==> config.mk <==
export PLATFORM = sky130hd
export DESIGN_NAME = dacc_top
export DESIGN_NICKNAME = d
export VERILOG_FILES = /design/src/core/dacc_pkg.sv /design/src/core/dacc_chan_if.sv /design/src/core/dacc_channel.sv /design/src/core/dacc_top.sv
export SDC_FILE = /design/constraint.sdc
export NUM_CORES = 1
export LEC_CHECK = 0
export BUFFER_PORTS_ARGS = -buffer_cell sky130_fd_sc_hd__clkbuf_2
export CAP_MARGIN = 10
export CORE_ASPECT_RATIO = 0.8
export CORE_MARGIN = 8
export CORE_UTILIZATION = 40
export DETAILED_ROUTE_END_ITERATION = 8
export PLACE_DENSITY = 0.68
export SETUP_SLACK_MARGIN = 0.1
export SLEW_MARGIN = 20
export SYNTH_ARGS = -nofsm -noshare
export SYNTH_HDL_FRONTEND = slang
export SYNTH_HIERARCHICAL = 1
export SYNTH_SLANG_ARGS = --single-unit
==> constraint.sdc <==
create_clock -name CORE_CLK -period 4.05 [get_ports CORE_CLK]
set_input_delay 0.2025 -clock CORE_CLK [delete_from_list [all_inputs] [get_ports CORE_CLK]]
set_output_delay 0.2025 -clock CORE_CLK [all_outputs]
set_load 0.005 [all_outputs]
==> src/core/dacc_pkg.sv <==
`default_nettype none
package dacc_pkg;
	// printed offsets are register indices; byte address is index times four
	localparam logic [7:0] CTRL1_INDEX      = 8'hac;
	localparam logic [7:0] CTRL2_INDEX      = 8'had;
	localparam logic [7:0] IRQ_ENABLE_INDEX = 8'hae;
	localparam logic [7:0] IRQ_STATUS_INDEX = 8'haf;
	localparam int         ADDR_WIDTH       = 12;

	localparam int BIT_ENABLE     = 5;
	localparam int BIT_POS_SELECT = 4;
	localparam int BIT_NEG_SELECT = 3;
	localparam int BIT_PIN_OE     = 2;
	localparam int BIT_RESULT     = 1;
	localparam int BIT_FLAG       = 0;
	localparam int BIT_GLOBAL_IRQ = 7;

	localparam logic [7:0] CTRL_RESET       = 8'h00;
	localparam logic [7:0] IRQ_ENABLE_RESET = 8'h00;

	localparam int CLOCK_PERIOD_PS = 4000;
	localparam int SETTLE_TIME_US  = 10;
	localparam int SETTLE_CYCLES   =
		(SETTLE_TIME_US * 1000000 + CLOCK_PERIOD_PS - 1) / CLOCK_PERIOD_PS;
	localparam logic [11:0] SETTLE_COUNT = 12'(SETTLE_CYCLES);

	// analog levels are 8-bit codes; internal reference code is a plain default
	localparam logic [7:0] VREF_CODE = 8'h41;

	typedef struct packed {
		logic [2:0]  sync;
		logic        result;
		logic        flag;
		logic        settled;
		logic [11:0] count;
	} dacc_chan_state_type;

	typedef struct packed {
		logic [1:0]  enable;
		logic [1:0]  pos_sel;
		logic [1:0]  neg_sel;
		logic [1:0]  oe;
		logic [1:0]  irq_en;
		logic        global_en;
		logic        ready;
		logic        slverr;
		logic [31:0] rdata;
		logic        irq;
		logic        wake;
	} dacc_top_state_type;

	function automatic logic [ADDR_WIDTH-1:0] reg_addr(input logic [7:0] idx);
		return {2'b00, idx, 2'b00};
	endfunction
endpackage
`default_nettype wire

==> src/core/dacc_chan_if.sv <==
`timescale 1ns/10ps
`default_nettype none
interface dacc_chan_if;
	logic enable;
	logic pos_sel;
	logic neg_sel;
	logic oe;
	logic clear_flag;
	logic result;
	logic flag;
	logic pin_out;
	logic pin_oe;

	modport ctrl (
		output enable, pos_sel, neg_sel, oe, clear_flag,
		input  result, flag, pin_out, pin_oe
	);
	modport chan (
		input  enable, pos_sel, neg_sel, oe, clear_flag,
		output result, flag, pin_out, pin_oe
	);
endinterface
`default_nettype wire

==> src/core/dacc_channel.sv <==
`timescale 1ns/10ps
`default_nettype none
module dacc_channel (
	input  wire logic       clk,
	input  wire logic       rst_n,
	input  wire logic [7:0] pos_first,
	input  wire logic [7:0] pos_second,
	input  wire logic [7:0] ext_ref,
	dacc_chan_if.chan       ch
);
	dacc_pkg::dacc_chan_state_type st;
	dacc_pkg::dacc_chan_state_type next_st;
	logic [7:0] pos_level;
	logic [7:0] neg_level;
	logic       above;

	assign pos_level = ch.pos_sel ? pos_second : pos_first;
	assign neg_level = ch.neg_sel ? dacc_pkg::VREF_CODE : ext_ref;
	assign above     = pos_level > neg_level;
	// pin path bypasses the synchroniser on purpose: fast and unclocked
	assign ch.pin_out = ch.enable & ch.oe & above;
	assign ch.pin_oe  = ch.enable & ch.oe;
	assign ch.result  = st.result;
	assign ch.flag    = st.flag;

	// runs whatever the processor power state is
	always_comb begin
		next_st = st;
		next_st.sync = {st.sync[1:0], ch.enable & above};
		if (!ch.enable) begin
			next_st.result  = 1'b0;
			next_st.flag    = 1'b0;
			next_st.settled = 1'b0;
			next_st.count   = '0;
		end else begin
			// change accepted only once stages two and three agree
			if (st.sync[2] == st.sync[1]) begin
				next_st.result = st.sync[2];
			end
			if (!st.settled) begin
				if (st.count == dacc_pkg::SETTLE_COUNT - 12'h001) begin
					next_st.settled = 1'b1;
				end else begin
					next_st.count = st.count + 12'h001;
				end
			end
			if (ch.clear_flag) begin
				next_st.flag = 1'b0;
			end
			// set after clear, so a same-cycle event wins
			if (st.settled && next_st.result != st.result) begin
				next_st.flag = 1'b1;
			end
		end
	end

	always_ff @(posedge clk) begin
		if (!rst_n) begin
			st <= '0;
		end else begin
			st <= next_st;
		end
	end
endmodule
`default_nettype wire

==> src/core/dacc_top.sv <==
`timescale 1ns/10ps
`default_nettype none
// Functional notes
// - output one when selected positive level exceeds negative level
// - two independent comparators, identical control register layout
// - enable bit 5 switches the comparator on, clear switches off
// - output and flag unsettled for 10 us after enabling
// - bit 4 picks first or second positive input pin
// - bit 3 picks external reference pin or internal reference
// - bit 2 with enable drives result to pin, unsynchronised
// - bit 1 reads synchronised result, zero while disabled
// - hardware sets change flag on a synchronised result change while enabled and settled
// - flag cleared by writing zero, and while disabled
// - irq only with flag, comparator irq enable and global enable
// - comparators keep running in idle and power-down
// - in power saving an enabled change raises irq and wake
// - both control registers reset to all zeros
module dacc_top (
	input  wire logic            CORE_CLK,
	input  wire logic            RESET_N,
	input  wire logic [11:0]     PADDR,
	input  wire logic            PSEL,
	input  wire logic            PENABLE,
	input  wire logic            PWRITE,
	input  wire logic [31:0]     PWDATA,
	input  wire logic [3:0]      PSTRB,
	output var  logic [31:0]     PRDATA,
	output var  logic            PREADY,
	output var  logic            PSLVERR,
	input  wire logic [1:0][7:0] POS_FIRST,
	input  wire logic [1:0][7:0] POS_SECOND,
	input  wire logic [7:0]      EXT_REF,
	input  wire logic            POWER_SAVE,
	output var  logic [1:0]      CMP_PIN_OUT,
	output var  logic [1:0]      CMP_PIN_OE,
	output var  logic            IRQ,
	output var  logic            WAKE
);
	localparam logic [2:0] SEL_CTRL1  = 3'h0;
	localparam logic [2:0] SEL_CTRL2  = 3'h1;
	localparam logic [2:0] SEL_IRQEN  = 3'h2;
	localparam logic [2:0] SEL_STATUS = 3'h3;
	localparam logic [2:0] SEL_NONE   = 3'h4;

	dacc_pkg::dacc_top_state_type st;
	dacc_pkg::dacc_top_state_type next_st;

	logic [2:0] sel;
	logic       take;
	logic       lane0_write;
	logic [1:0] flag;
	logic [1:0] result;
	logic [1:0] pin_out;
	logic [1:0] pin_oe;
	logic [1:0] clear_flag;
	logic       irq_next;

	function automatic logic [2:0] decode(input logic [11:0] addr);
		if (addr == dacc_pkg::reg_addr(dacc_pkg::CTRL1_INDEX)) begin
			return SEL_CTRL1;
		end else if (addr == dacc_pkg::reg_addr(dacc_pkg::CTRL2_INDEX)) begin
			return SEL_CTRL2;
		end else if (addr == dacc_pkg::reg_addr(dacc_pkg::IRQ_ENABLE_INDEX)) begin
			return SEL_IRQEN;
		end else if (addr == dacc_pkg::reg_addr(dacc_pkg::IRQ_STATUS_INDEX)) begin
			return SEL_STATUS;
		end
		return SEL_NONE;
	endfunction

	function automatic logic [7:0] ctrl_byte(
		input logic en,
		input logic ps,
		input logic ns,
		input logic oe,
		input logic res,
		input logic flg
	);
		logic [7:0] v;
		v = dacc_pkg::CTRL_RESET;
		v[dacc_pkg::BIT_ENABLE]     = en;
		v[dacc_pkg::BIT_POS_SELECT] = ps;
		v[dacc_pkg::BIT_NEG_SELECT] = ns;
		v[dacc_pkg::BIT_PIN_OE]     = oe;
		v[dacc_pkg::BIT_RESULT]     = res;
		v[dacc_pkg::BIT_FLAG]       = flg;
		return v;
	endfunction

	assign sel         = decode(PADDR);
	// a write lands only at the edge where the master sees pready high
	assign take        = PSEL & PENABLE & st.ready;
	assign lane0_write = take & PWRITE & PSTRB[0];

	dacc_chan_if chan_bus [2] ();

	for (genvar i = 0; i < 2; i++) begin : g_chan
		assign chan_bus[i].enable     = st.enable[i];
		assign chan_bus[i].pos_sel    = st.pos_sel[i];
		assign chan_bus[i].neg_sel    = st.neg_sel[i];
		assign chan_bus[i].oe         = st.oe[i];
		assign chan_bus[i].clear_flag = clear_flag[i];
		assign flag[i]                = chan_bus[i].flag;
		assign result[i]              = chan_bus[i].result;
		assign pin_out[i]             = chan_bus[i].pin_out;
		assign pin_oe[i]              = chan_bus[i].pin_oe;

		// flag clears by a zero in the control register or a one in status
		assign clear_flag[i] = lane0_write & (
			(sel == 3'(i) && !PWDATA[dacc_pkg::BIT_FLAG]) ||
			(sel == SEL_STATUS && PWDATA[i]));

		dacc_channel u_chan (
			.clk        (CORE_CLK),
			.rst_n      (RESET_N),
			.pos_first  (POS_FIRST[i]),
			.pos_second (POS_SECOND[i]),
			.ext_ref    (EXT_REF),
			.ch         (chan_bus[i])
		);
	end

	// flag to irq costs one cycle; irq is registered for clean timing
	assign irq_next = st.global_en & |(flag & st.irq_en);

	always_comb begin
		next_st = st;
		next_st.ready  = PSEL & PENABLE & !st.ready;
		next_st.slverr = 1'b0;
		if (PSEL & PENABLE & !st.ready) begin
			next_st.slverr = (sel == SEL_NONE);
			next_st.rdata  = '0;
			if (!PWRITE) begin
				case (sel)
					SEL_CTRL1: begin
						next_st.rdata[7:0] = ctrl_byte(st.enable[0],
							st.pos_sel[0], st.neg_sel[0], st.oe[0],
							result[0], flag[0]);
					end
					SEL_CTRL2: begin
						next_st.rdata[7:0] = ctrl_byte(st.enable[1],
							st.pos_sel[1], st.neg_sel[1], st.oe[1],
							result[1], flag[1]);
					end
					SEL_IRQEN: begin
						next_st.rdata[1:0] = st.irq_en;
						next_st.rdata[dacc_pkg::BIT_GLOBAL_IRQ] = st.global_en;
					end
					SEL_STATUS: begin
						next_st.rdata[1:0] = flag;
					end
					default: begin
						next_st.rdata = '0;
					end
				endcase
			end
		end
		if (lane0_write) begin
			case (sel)
				SEL_CTRL1, SEL_CTRL2: begin
					next_st.enable[sel[0]]  = PWDATA[dacc_pkg::BIT_ENABLE];
					next_st.pos_sel[sel[0]] = PWDATA[dacc_pkg::BIT_POS_SELECT];
					next_st.neg_sel[sel[0]] = PWDATA[dacc_pkg::BIT_NEG_SELECT];
					next_st.oe[sel[0]]      = PWDATA[dacc_pkg::BIT_PIN_OE];
				end
				SEL_IRQEN: begin
					next_st.irq_en    = PWDATA[1:0];
					next_st.global_en = PWDATA[dacc_pkg::BIT_GLOBAL_IRQ];
				end
				default: begin
					next_st.irq_en = st.irq_en;
				end
			endcase
		end
		next_st.irq  = irq_next;
		next_st.wake = irq_next & POWER_SAVE;
	end

	always_ff @(posedge CORE_CLK) begin
		if (!RESET_N) begin
			st <= '0;
		end else begin
			st <= next_st;
		end
	end

	assign PRDATA      = st.rdata;
	assign PREADY      = st.ready;
	assign PSLVERR     = st.slverr;
	assign IRQ         = st.irq;
	assign WAKE        = st.wake;
	assign CMP_PIN_OUT = pin_out;
	assign CMP_PIN_OE  = pin_oe;
endmodule
`default_nettype wire

After elaboration in Yosys (flattened, before gate mapping)
Index checks and enable logic that the tools add are counted.
{"block": "totals", "reg_bits": 83, "in_bits": 94, "out_inout_bits": 40, "word_cells": 121}
{"block": "classes", "addsub": 2, "order_cmp": 4, "eq_ne": 14, "mux": 37, "bitwise": 20, "reduce_logical": 23}
{"cell": "$eq A12 B10 Y1 const B", "count": 4}
{"cell": "$mux W8", "count": 5}
{"cell": "$mux W13", "count": 2}
{"cell": "$add A12 B1 Y12 const B", "count": 2}
{"cell": "$eq A12 B12 Y1 const B", "count": 2}
{"cell": "$mux W12", "count": 2}
{"cell": "$gt A8 B8 Y1", "count": 2}
{"cell": "$mux W1", "count": 16}
{"cell": "$and A1 B1 Y1", "count": 15}
{"cell": "$mux W3", "count": 5}
{"cell": "$reduce_and A2 Y1", "count": 7}
{"cell": "$bwmux W2", "count": 4}
{"cell": "$pmux W2 S4", "count": 1}
{"cell": "$pmux W4 S2", "count": 1}
{"cell": "$logic_and A1 B1 Y1", "count": 7}
{"cell": "$eq A3 B2 Y1 const B", "count": 2}
{"cell": "$not A1 Y1", "count": 4}
{"cell": "$reduce_bool A2 Y1", "count": 2}
{"cell": "$reduce_or A2 Y1", "count": 2}
{"cell": "$eq A3 B1 Y1 const B", "count": 1}
{"cell": "$eq A3 B3 Y1 const B", "count": 1}
{"cell": "$logic_not A3 Y1", "count": 1}
{"cell": "$and A2 B2 Y2", "count": 1}
{"cell": "$eq A1 B1 Y1", "count": 2}
{"cell": "other kinds (6)", "count": 9}

Longest topological paths before layout
Gate-level depths: netlist of run 1.
{"block": "logic_depth", "depth_word": 12, "depth_mapped": 8, "ltp_nobuf": 6}

Modules after synthesis
The synthesis of run 1 kept the hierarchy.
{"mod": "dacc_channel", "instances": 2, "cells_each": 120, "area_each_um2": 1069.8, "seq_area_each_um2": 360.3}
{"mod": "dacc_top", "instances": 1, "cells_each": 152, "area_each_um2": 1323.8, "seq_area_each_um2": 440.4}

Worst setup path after synthesis of run 1
OpenSTA, ideal clock, no wires.
{"block": "synth_timing", "path_type": "register -> output", "start": "register st (netlist bit chan_bus[1].pos_sel)", "end": "output port CMP_PIN_OUT[1]", "arrival_ns": 2.111, "t_required_ns": 3.848, "setup_slack_ns": 1.736, "stages_incl_launch_ff": 9, "n_path_buf": 2, "path_cell_list": "dfxtp_1 clkbuf_1 mux2_2 ha_1 a211oi_1 nor2_1 nor4bb_1 nor3_1 buf_4"}
{"block": "synth_via", "elab_chain_cells": 3}
{"element": "start: declaration", "line_no": "dacc_top.sv:45", "rtl": "dacc_pkg::dacc_top_state_type st;"}
{"element": "start signal: assignment", "line_no": "dacc_top.sv:183", "rtl": "st <= next_st;"}
{"element": "$mux W8", "line_no": "dacc_channel.sv:17", "rtl": "assign pos_level = ch.pos_sel ? pos_second : pos_first;"}
{"element": "$gt A8 B8 Y1", "line_no": "dacc_channel.sv:19", "rtl": "assign above = pos_level > neg_level;"}
{"element": "$and A1 B1 Y1", "line_no": "dacc_channel.sv:21", "rtl": "assign ch.pin_out = ch.enable & ch.oe & above;"}
{"element": "end: declaration", "line_no": "dacc_top.sv:34", "rtl": "output var logic [1:0] CMP_PIN_OUT,"}
No other way between the ends.

Final worst setup path of run 1
Ends and elaborated chain as after synthesis.

==> results.cfg, run 1 <==
[worst_setup_path]
crit_slowest_cell = dfxtp_1
crit_chain = mux2_2 > ha_1 > nor2b_1 > o21ai_0 > nor4bb_1 > nor3_1 > clkbuf_2
path_buf_inv = 1
slowest_delay_ns = 0.63
path_delay_family = simple AND/OR/NAND/NOR gates
critPathMaxFanout = 10
endpoint_kind = output port
arrival_ns = 2.64
worst_setup_path_start_kind = flop
r2r_slack_ns = 1.76
cp.required_ns = 3.85
worstSetupPathType = reg -> out

[timing]
maxSlewViolCount = 0
period_needed_ns = 2.85
final_hold_viol_count = 0
worstMarginPinSlew_ns = 0.611
worst_hold_slack_ns = 0.0694
slew_headroom_pct = 59.1
rsz0062_at_grt = no
final.setup.tns_ns = 0
fmax_mhz = 351
fin_crit_sh_pct = 70.3
fin_worst_skew_ns = 0.00817
setup_violations = 0

[clock_tree]
cts-hold-fix-buffers = 0
clockBufferDepth = 2
cts_tree = yes
cts_inserted_buffers = 9
clock_latency_ns = 0.33
ctsHtreeMaxLevel = 3
cts_num_sinks = 58
cts_resized = 0
cts_setup_buffers = 0
clk_pin_slew_ns = 0.07
cts_root_buf = clkbuf_8

[logic_synthesis]
ys_dominant_reg_cell = dfxtp_1
yosysTopAreaCellShare_pct = 33.5
yosysTopAreaCell = dfxtp_1
ys_ff_latch = 58
yosysUniqueCellTypes = 45
synthArstFlopShare_pct = 0
synth_seq_area_share_pct = 33.5
synth_area_leaders = dfxtp_1 (34%), buf_4 (7.8%), ha_1 (6.5%), mux2i_1 (5.5%), mux2_2 (4.6%)
netlist_top_cells_count = dfxtp_1 (58), buf_4 (36), nand2_1 (35)
yosysMostFrequentCell = dfxtp_1
synthCells = 392
netlist_area_um2 = 3460
yosys_warnings = 6
postSynthAreaPerCell_um2 = 8.84
synth_edf_count = 0

[job]
drv_cap = 0

[floorplan]
die_height_um = 99.2
core_um2 = 8450
die_area_um2 = 11900
die_w_um = 120
num_io_pins = 134
row_count = 30
initial_core_util_pct = 41.0

[detailed_routing]
drt-initial-drc-count = 123
drt_first_pass_iters = 4
vias_per_cell = 5.00
wirelength_mm = 7.73
ant_nets = 0
vias = 2892
wire_per_inst_um = 13.4
drcViolationCount = 0

[layout]
nets = 573
layout-drive-gt1-share_pct = 26.4
final_area_um2 = 4000
diodes = 0
syn_to_final_growth_pct = 15.5
n_fill_cell = 847

[placement]
globalplace.congestion = 0.804
post-dp-hpwl_mm = 6.19
io_buffers = 80
postPlaceCellArea_um2 = 3780

[grt]
antenna_found_initial = 0
grt_max_degree = 28
grt_pass1_vias = 2882
grt.total_usage_pct = 13.2
grt_pass1_wl_mm = 13.1
gr-total-overflow = 0

[pwr]
powerDensity_nw_per_um2 = 316
total_leakage_power_uw = 0.00168
vdd_drop_max_mv = 0.145

[outcome]
status = completed

[hold_path]
hold_class = in -> reg
-- sequential cells by signal, summed over array words and instances, names as in the netlist, 3 cells and up --
| name | flops |
|---|---|
| g_chan.u_chan/st | 28 |
| PRDATA | 7 |
| g_chan.u_chan/next_st | 4 |
| st | 3 |
-- per-layer routing --
layer	vias to the layer above	GRT usage, %	part of all wire (%)
met3	6	4.30	6.4
met4	0	4.41	1.0
met2	80	22.2	46
met1	1346	15.6	46
met5	-	0	0
li1	1460	-	-
-- placed cells by master, fill, tap and decap left out, types with 3 or more instances in the layout --
master	Yosys	layout
nand2b_1	17	17
nor2_1	32	32
nor4bb_1	4	4
nor3b_1	3	3
and3_1	3	3
dfxtp_1	58	58
ha_1	18	18
or3_1	6	6
nand4_1	6	6
xor2_1	4	4
a21oi_1	17	17
nor2b_1	3	3
nor3_1	11	11
clkbuf_8	0	10
and2_1	9	9
o21ai_1	6	6
conb_1	1	25
mux2i_1	19	19
nand2_1	35	35
xnor2_1	12	12
clkbuf_2	0	80
o21ai_0	14	14
and3b_1	5	5
or2_2	3	3
nand3_1	12	12
inv_1	6	6
mux2_2	14	14
-- area by class of cell --
| class | count | area (µm²) | area share [%] |
|---|---|---|---|
| Clock buffer | 11 | 141 | 3.53 |
| Clock inverter | 5 | 77.6 | 1.94 |
| Inverter | 6 | 22.5 | 0.563 |
| Multi-Input combinational cell | 306 | 2060 | 51.4 |
| Sequential cell | 58 | 1160 | 29.0 |
| Tap cell | 112 | 140 | 3.50 |
| Timing Repair Buffer | 80 | 400 | 10.0 |
-- path summary, 6_finish.rpt --
| kind | cells past startpoint | end | startpoint |
|---|---|---|---|
| max | 7 | CMP_PIN_OUT[1] | chan_bus[1].pos_sel$_SDFFE_PN0P_ |
| min | 2 | WAKE$_SDFF_PN0_ | POWER_SAVE |
| max reg2reg | 6 | g_chan[1].u_chan/next_st[16]$_SDFF_PN0_ | chan_bus[1].pos_sel$_SDFFE_PN0P_ |
| min reg2reg | 1 | g_chan[1].u_chan/next_st[17]$_SDFF_PN0_ | g_chan[1].u_chan/next_st[16]$_SDFF_PN0_ |
-- cells by family (layout without fill, tap and decap cells) --
group	Yosys count	in the layout	share of synthesized area, %
AND/OR/NAND/NOR	167	167	28.2
flip-flops	58	58	33.5
buffers and inverters	52	102	9.65
AO/OA/AOI/OAI	46	46	7.30
multiplexers	34	34	10.7
adder cells (fa/ha/maj)	18	18	6.50
XOR/XNOR	16	16	4.05
other	1	25	0.108
-- worst reg2reg max path: cells and delay by family (launching register included) --
family                   cells  cell delay [ns]
adder cells (fa/ha/maj)      1             0.31
AO/OA/AOI/OAI                1             0.17
AND/OR/NAND/NOR              3             0.63
multiplexers                 1             0.41
flip-flops                   1             0.63
-- per-stage QoR --
| stage | total power [µW] | setup slack, ns | util (%) | std cells |
|---|---|---|---|---|
| after global routing | 1320 | 1.03 | 47.4 | 578 |
| after CTS | 1280 | 1.21 | 47.4 | 578 |
| after floorplan | 661 | 1.74 | - | 416 |
| after global placement | 686 | 1.63 | 44.8 | 562 |
| final | 1260 | 1.20 | 47.4 | 578 |
| after detailed placement | 690 | 1.58 | 44.8 | 562 |
-- power breakdown --
group	switching (µW)	internal, µW
registers	0.419	571
clock network	224	361
logic	54.8	52.5
total	279	985
Note: power is estimated with default switching activity, not from simulation.
==> run 2, diff against run 1 <==
==> constraint.sdc (replaced) <==
create_clock -name CORE_CLK -period 2.87 [get_ports CORE_CLK]
set_input_delay 0.1435 -clock CORE_CLK [delete_from_list [all_inputs] [get_ports CORE_CLK]]
set_output_delay 0.1435 -clock CORE_CLK [all_outputs]
set_load 0.005 [all_outputs]
==> run 2 against run 1 <==
  * Sequential share of layout area up 0.32 points
  * Clock power up 10%
  * Non-clock buffer count up 1
  * First-iteration DRC count up 15%
  * Power up 27%
  * Critical path type unchanged
  * Register-to-register slack worse by 1.0 ns
  * Global-route usage up 0.15 points
  * Highest routed layer unchanged
  * Count of clock-buffer cells in the layout unchanged
  * Die area unchanged
  * Combinational power up 43%
==> results.cfg, run 2 (same netlist as run 1, synthesis figures left out) <==
[floorplan]
num_io_pins = 134
core_um2 = 8450
row_count = 30
initial_core_util_pct = 41.0
die_w_um = 120
die_area_um2 = 11900
die_height_um = 99.2

[layout]
largest_reg_flops = 28
syn_to_final_growth_pct = 14.5
diodes = 0
regMostFlops = g_chan.u_chan/st
multi_input_area_um2 = 2060
final_area_um2 = 3970
final_common_cell = clkbuf_2
layout-drive-gt1-share_pct = 26.8
n_fill_cell = 841
nets = 574
final_cell_mix = clkbuf_2 (80), dfxtp_1 (56), nand2_1 (35)
ff_latch_area_um2 = 1160

[clock_tree]
cts_num_sinks = 58
cts_inserted_buffers = 9
clk_pin_slew_ns = 0.07
cts_root_buf = clkbuf_8
ctsHtreeMaxLevel = 3
cts_setup_buffers = 0
clock_latency_ns = 0.33
clockBufferDepth = 2
cts_tree = yes

[worst_setup_path]
worst_setup_path_start_kind = flop
worstSetupPathType = reg -> out
reg2reg_to = g_chan[1].u_chan/next_st[16]$_SDFF_PN0_
endpoint_kind = output port
arrival_ns = 2.42
rr_worst_depth = 6
r2r_start = chan_bus[1].pos_sel$_SDFFE_PN0P_
critPathMaxFanout = 10
cp.required_ns = 2.73
r2r_slack_ns = 0.76

[timing]
rsz0062_at_grt = yes
setup_violations = 0
worst_hold_slack_ns = 0.0571
final.setup.tns_ns = 0
setup_slack_ns = 0.309
fmax_mhz = 390
fin_crit_sh_pct = 89.2
worstMarginPinSlew_ns = 0.612
slew_headroom_pct = 59.1
period_needed_ns = 2.56
final_hold_viol_count = 0
fin_worst_skew_ns = 0.00721
maxSlewViolCount = 0

[outcome]
status = completed

[detailed_routing]
wirelength_mm = 7.76
drcViolationCount = 0
drt-initial-drc-count = 141
vias = 2820
wire_per_inst_um = 13.4
vias_per_cell = 4.87
drt_first_pass_iters = 4
ant_nets = 0

[grt]
grt_max_degree = 28
grt_pass1_wl_mm = 13.3
grt_pass1_vias = 2905
grt.total_usage_pct = 13.4
gr-total-overflow = 0
antenna_found_initial = 0

[hold_path]
hold_class = in -> reg
holdPathStages = 3
hold_end = st[36]$_SDFFE_PN0P_
holdCritStartpoint = PWDATA[7]

[pwr]
powerDensity_nw_per_um2 = 405
power_uw = 1600
vdd_drop_max_mv = 0.165
total_leakage_power_uw = 0.00166

[placement]
dp_slack_ns = 0.492
postPlaceCellArea_um2 = 3780
io_buffers = 80
globalplace.congestion = 0.779
post-dp-hpwl_mm = 6.13

[job]
drv_cap = 0
run 2: changes by cell type in the layout (fill, tap and decap cells not counted):
cell	previous run	this run
dfxtp_2	0	2
dfxtp_1	58	56
clkinvlp_4	1	2
dlygate4sd3_1	0	1
clkinv_2	2	3
bufinv_16	2	0
run 2: worst max-delay path, cell delays in order, from the launching register on:
cell and delay, ns:
dfxtp_2 0.47, mux2_2 0.38, ha_1 0.30, nor2b_1 0.13
o21ai_0 0.17, nor4bb_1 0.39, nor3_1 0.11, clkbuf_2 0.13
run 2: stage by stage:
step	instances	utilization, %
6_report	579	47.0
5_1_grt	579	47.0
4_1_cts	579	46.9
3_5_place_dp	562	44.8
3_3_place_gp	562	44.8
2_1_floorplan	416	-
run 2: what timing repair did:
| item | 4_1_cts | 5_1_grt |
|---|---|---|
| resized for setup | 0 | 2 |
| setup endpoints to repair | 0 | 2 |
| hold buffers | 1 | 0 |
| endpoints found under the hold margin | 1 | 0 |
run 2: area by class of cell:
| cell class | count | share of cell area [%] |
|---|---|---|
| well taps | 112 | 3.53 |
| repair buffers | 81 | 10.3 |
| multi-input cells | 306 | 51.9 |
| clock buffers | 11 | 3.56 |
| flip-flops and latches | 58 | 29.3 |
| inverters | 6 | 0.568 |
| clock inverters | 5 | 0.757 |
run 2: worst max-delay path by stage:
stage	startpoint	to	slack [ns]	cells after the start
finish	chan_bus[1].pos_sel$_SDFFE_PN0P_	CMP_PIN_OUT[1]	0.31	7
detailed placement	chan_bus[1].pos_sel$_SDFFE_PN0P_	CMP_PIN_OUT[1]	0.49	7
floorplan	chan_bus[1].pos_sel$_SDFFE_PN0P_	CMP_PIN_OUT[1]	0.62	8
CTS	chan_bus[1].pos_sel$_SDFFE_PN0P_	CMP_PIN_OUT[1]	0.12	7
global route	chan_bus[1].pos_sel$_SDFFE_PN0P_	CMP_PIN_OUT[1]	0.09	7
global placement	chan_bus[1].pos_sel$_SDFFE_PN0P_	CMP_PIN_OUT[1]	0.52	7
run 2: where the power goes:
part | total, µW | switching (µW) | leakage [µW] | internal [µW]
logic | 153 | 77.7 | 0.00111 | 75.1
registers | 807 | 0.584 | 0.000468 | 806
clock network | 645 | 314 | 0.0000851 | 332
total | 1600 | 392 | 0.00166 | 1210
run 2: metal layers:
layer	global-route usage (%)	vias up	part of all wire [%]
met3	5.15	6	7.6
met5	0	-	0
met2	21.4	76	45
met4	5.17	0	1.1
li1	-	1461	-
met1	15.9	1277	46
==> run 3, diff against run 2 <==
--- a/config.mk
+++ b/config.mk
@@ -7,7 +7,6 @@
 export LEC_CHECK = 0
 export BUFFER_PORTS_ARGS = -buffer_cell sky130_fd_sc_hd__clkbuf_2
 export CAP_MARGIN = 10
-export CORE_ASPECT_RATIO = 0.8
 export CORE_MARGIN = 8
 export CORE_UTILIZATION = 40
 export DETAILED_ROUTE_END_ITERATION = 8
==> run 3 against run 2 <==
  * Utilization fell by 0.11 points
  * Clock power is 30% higher
  * Clock skew increased by 0.0022 ns
  * Worst setup slack improved by 0.026 ns
  * Largest cell class unchanged
==> results.cfg, run 3 (same netlist as run 1, synthesis figures left out) <==
[outcome]
status = completed

[clock_tree]
cts_tree = yes
cts_num_sinks = 58
ctsHtreeMaxLevel = 3
clk_pin_slew_ns = 0.08
clockBufferDepth = 2
cts_inserted_buffers = 9
cts_root_buf = clkbuf_8
clock_latency_ns = 0.34

[grt]
grt.total_usage_pct = 12.9
grt_busiest_layer = met2
grt_pass1_wl_mm = 12.6
grt_pass1_vias = 2967
use_met2_pct = 22.0
gr-total-overflow = 0
antenna_found_initial = 0
use_met3_pct = 4.67
grt_max_degree = 28
met1_usage_pct = 14.2

[floorplan]
die_w_um = 109
num_io_pins = 134
die_area_um2 = 11900
initial_core_util_pct = 40.5
row_count = 34
die_height_um = 109
core_um2 = 8550

[detailed_routing]
vias = 2837
wirelength_mm = 7.43
drt-initial-drc-count = 131
ant_nets = 0
wire_per_inst_um = 12.9
drt_first_pass_iters = 4
vias_per_cell = 4.94
drcViolationCount = 0

[worst_setup_path]
critPathMaxFanout = 10
worst_setup_path_start_kind = flop
worstSetupPathType = reg -> out
reg2reg_to = g_chan[0].u_chan/next_st[16]$_SDFF_PN0_
rr_worst_depth = 6
r2r_start = chan_bus[0].pos_sel$_SDFFE_PN0P_
arrival_ns = 2.39
cp.required_ns = 2.73
endpoint_kind = output port
r2r_slack_ns = 0.79

[layout]
syn_to_final_growth_pct = 15.7
diodes = 0
final_common_cell = clkbuf_2
final_cell_mix = clkbuf_2 (80), dfxtp_1 (56), nand2_1 (35)
nets = 573
layout-drive-gt1-share_pct = 27.0
regMostFlops = g_chan.u_chan/st
largest_reg_flops = 28

[placement]
globalplace.congestion = 0.814
io_buffers = 80
post-dp-hpwl_mm = 5.96
dp_slack_ns = 0.523

[timing]
worst_hold_slack_ns = 0.0147
fmax_mhz = 394
slew_headroom_pct = 60.3
final.setup.tns_ns = 0
fin_worst_skew_ns = 0.00942
final_hold_viol_count = 0
period_needed_ns = 2.54
rsz0062_at_grt = no
maxSlewViolCount = 0
worstMarginPinSlew_ns = 0.594
setup_slack_ns = 0.335
setup_violations = 0
fin_crit_sh_pct = 88.3

[pwr]
powerDensity_nw_per_um2 = 449
total_leakage_power_uw = 0.00168
vdd_drop_max_mv = 0.215

[hold_path]
holdCritStartpoint = POWER_SAVE
hold_end = WAKE$_SDFF_PN0_
holdPathStages = 2
hold_class = in -> reg

[job]
drv_cap = 0
run 3: layout make-up:
cell class / instances / area (µm²)
Fill cell: 835 / 4540
Tap cell: 108 / 135
Clock buffer: 10 / 138
Sequential cell: 58 / 1160
Multi-Input combinational cell: 306 / 2060
Inverter: 6 / 22.5
Timing Repair Buffer: 80 / 400
Clock inverter: 6 / 88.8
run 3: how the worst max path moves through the flow:
stage,from,to,cells after the start
2_1_floorplan,chan_bus[1].pos_sel$_SDFFE_PN0P_,CMP_PIN_OUT[1],8
3_3_place_gp,chan_bus[1].pos_sel$_SDFFE_PN0P_,CMP_PIN_OUT[1],7
3_5_place_dp,chan_bus[1].pos_sel$_SDFFE_PN0P_,CMP_PIN_OUT[1],7
4_1_cts,chan_bus[1].pos_sel$_SDFFE_PN0P_,CMP_PIN_OUT[1],7
5_1_grt,chan_bus[1].pos_sel$_SDFFE_PN0P_,CMP_PIN_OUT[1],7
6_report,chan_bus[1].pos_sel$_SDFFE_PN0P_,CMP_PIN_OUT[1],7
run 3: metal layers:
layer  wire (µm)  part of all wire, %
met3         509                  6.9
met5           0                    0
met2        3580                   48
met4          94                  1.3
met1        3240                   44
run 3: power breakdown:
group | total, µW | internal [µW] | switching [µW]
Clock | 841 | 513 | 328
Combinational | 151 | 74.3 | 76.5
Sequential | 806 | 806 | 0.642
run 3: timing repair:
action                                  4_1_cts  5_1_grt
buffers inserted                              0        0
hold buffers                                  0        0
endpoints found under the hold margin         0        0
resized for setup                             0        2
endpoints found under the setup margin        0        2
run 3: critical path: stages (launching register included):
cell and delay (ns):
dfxtp_2 0.47, mux2_2 0.37, ha_1 0.30, a211oi_1 0.23
nor2_1 0.10, nor4bb_1 0.34, nor3_1 0.10, clkbuf_2 0.13
run 3: per-stage QoR:
| stage | area [µm²] | utilization (%) | cells | total power (µW) |
|---|---|---|---|---|
| floorplan | 3550 | - | 416 | 933 |
| global placement | 3780 | 44.2 | 558 | 969 |
| detailed placement | 3780 | 44.2 | 558 | 974 |
| CTS | 4000 | 46.8 | 574 | 1820 |
| global route | 4010 | 46.9 | 574 | 1870 |
| finish | 4010 | 46.9 | 574 | 1800 |
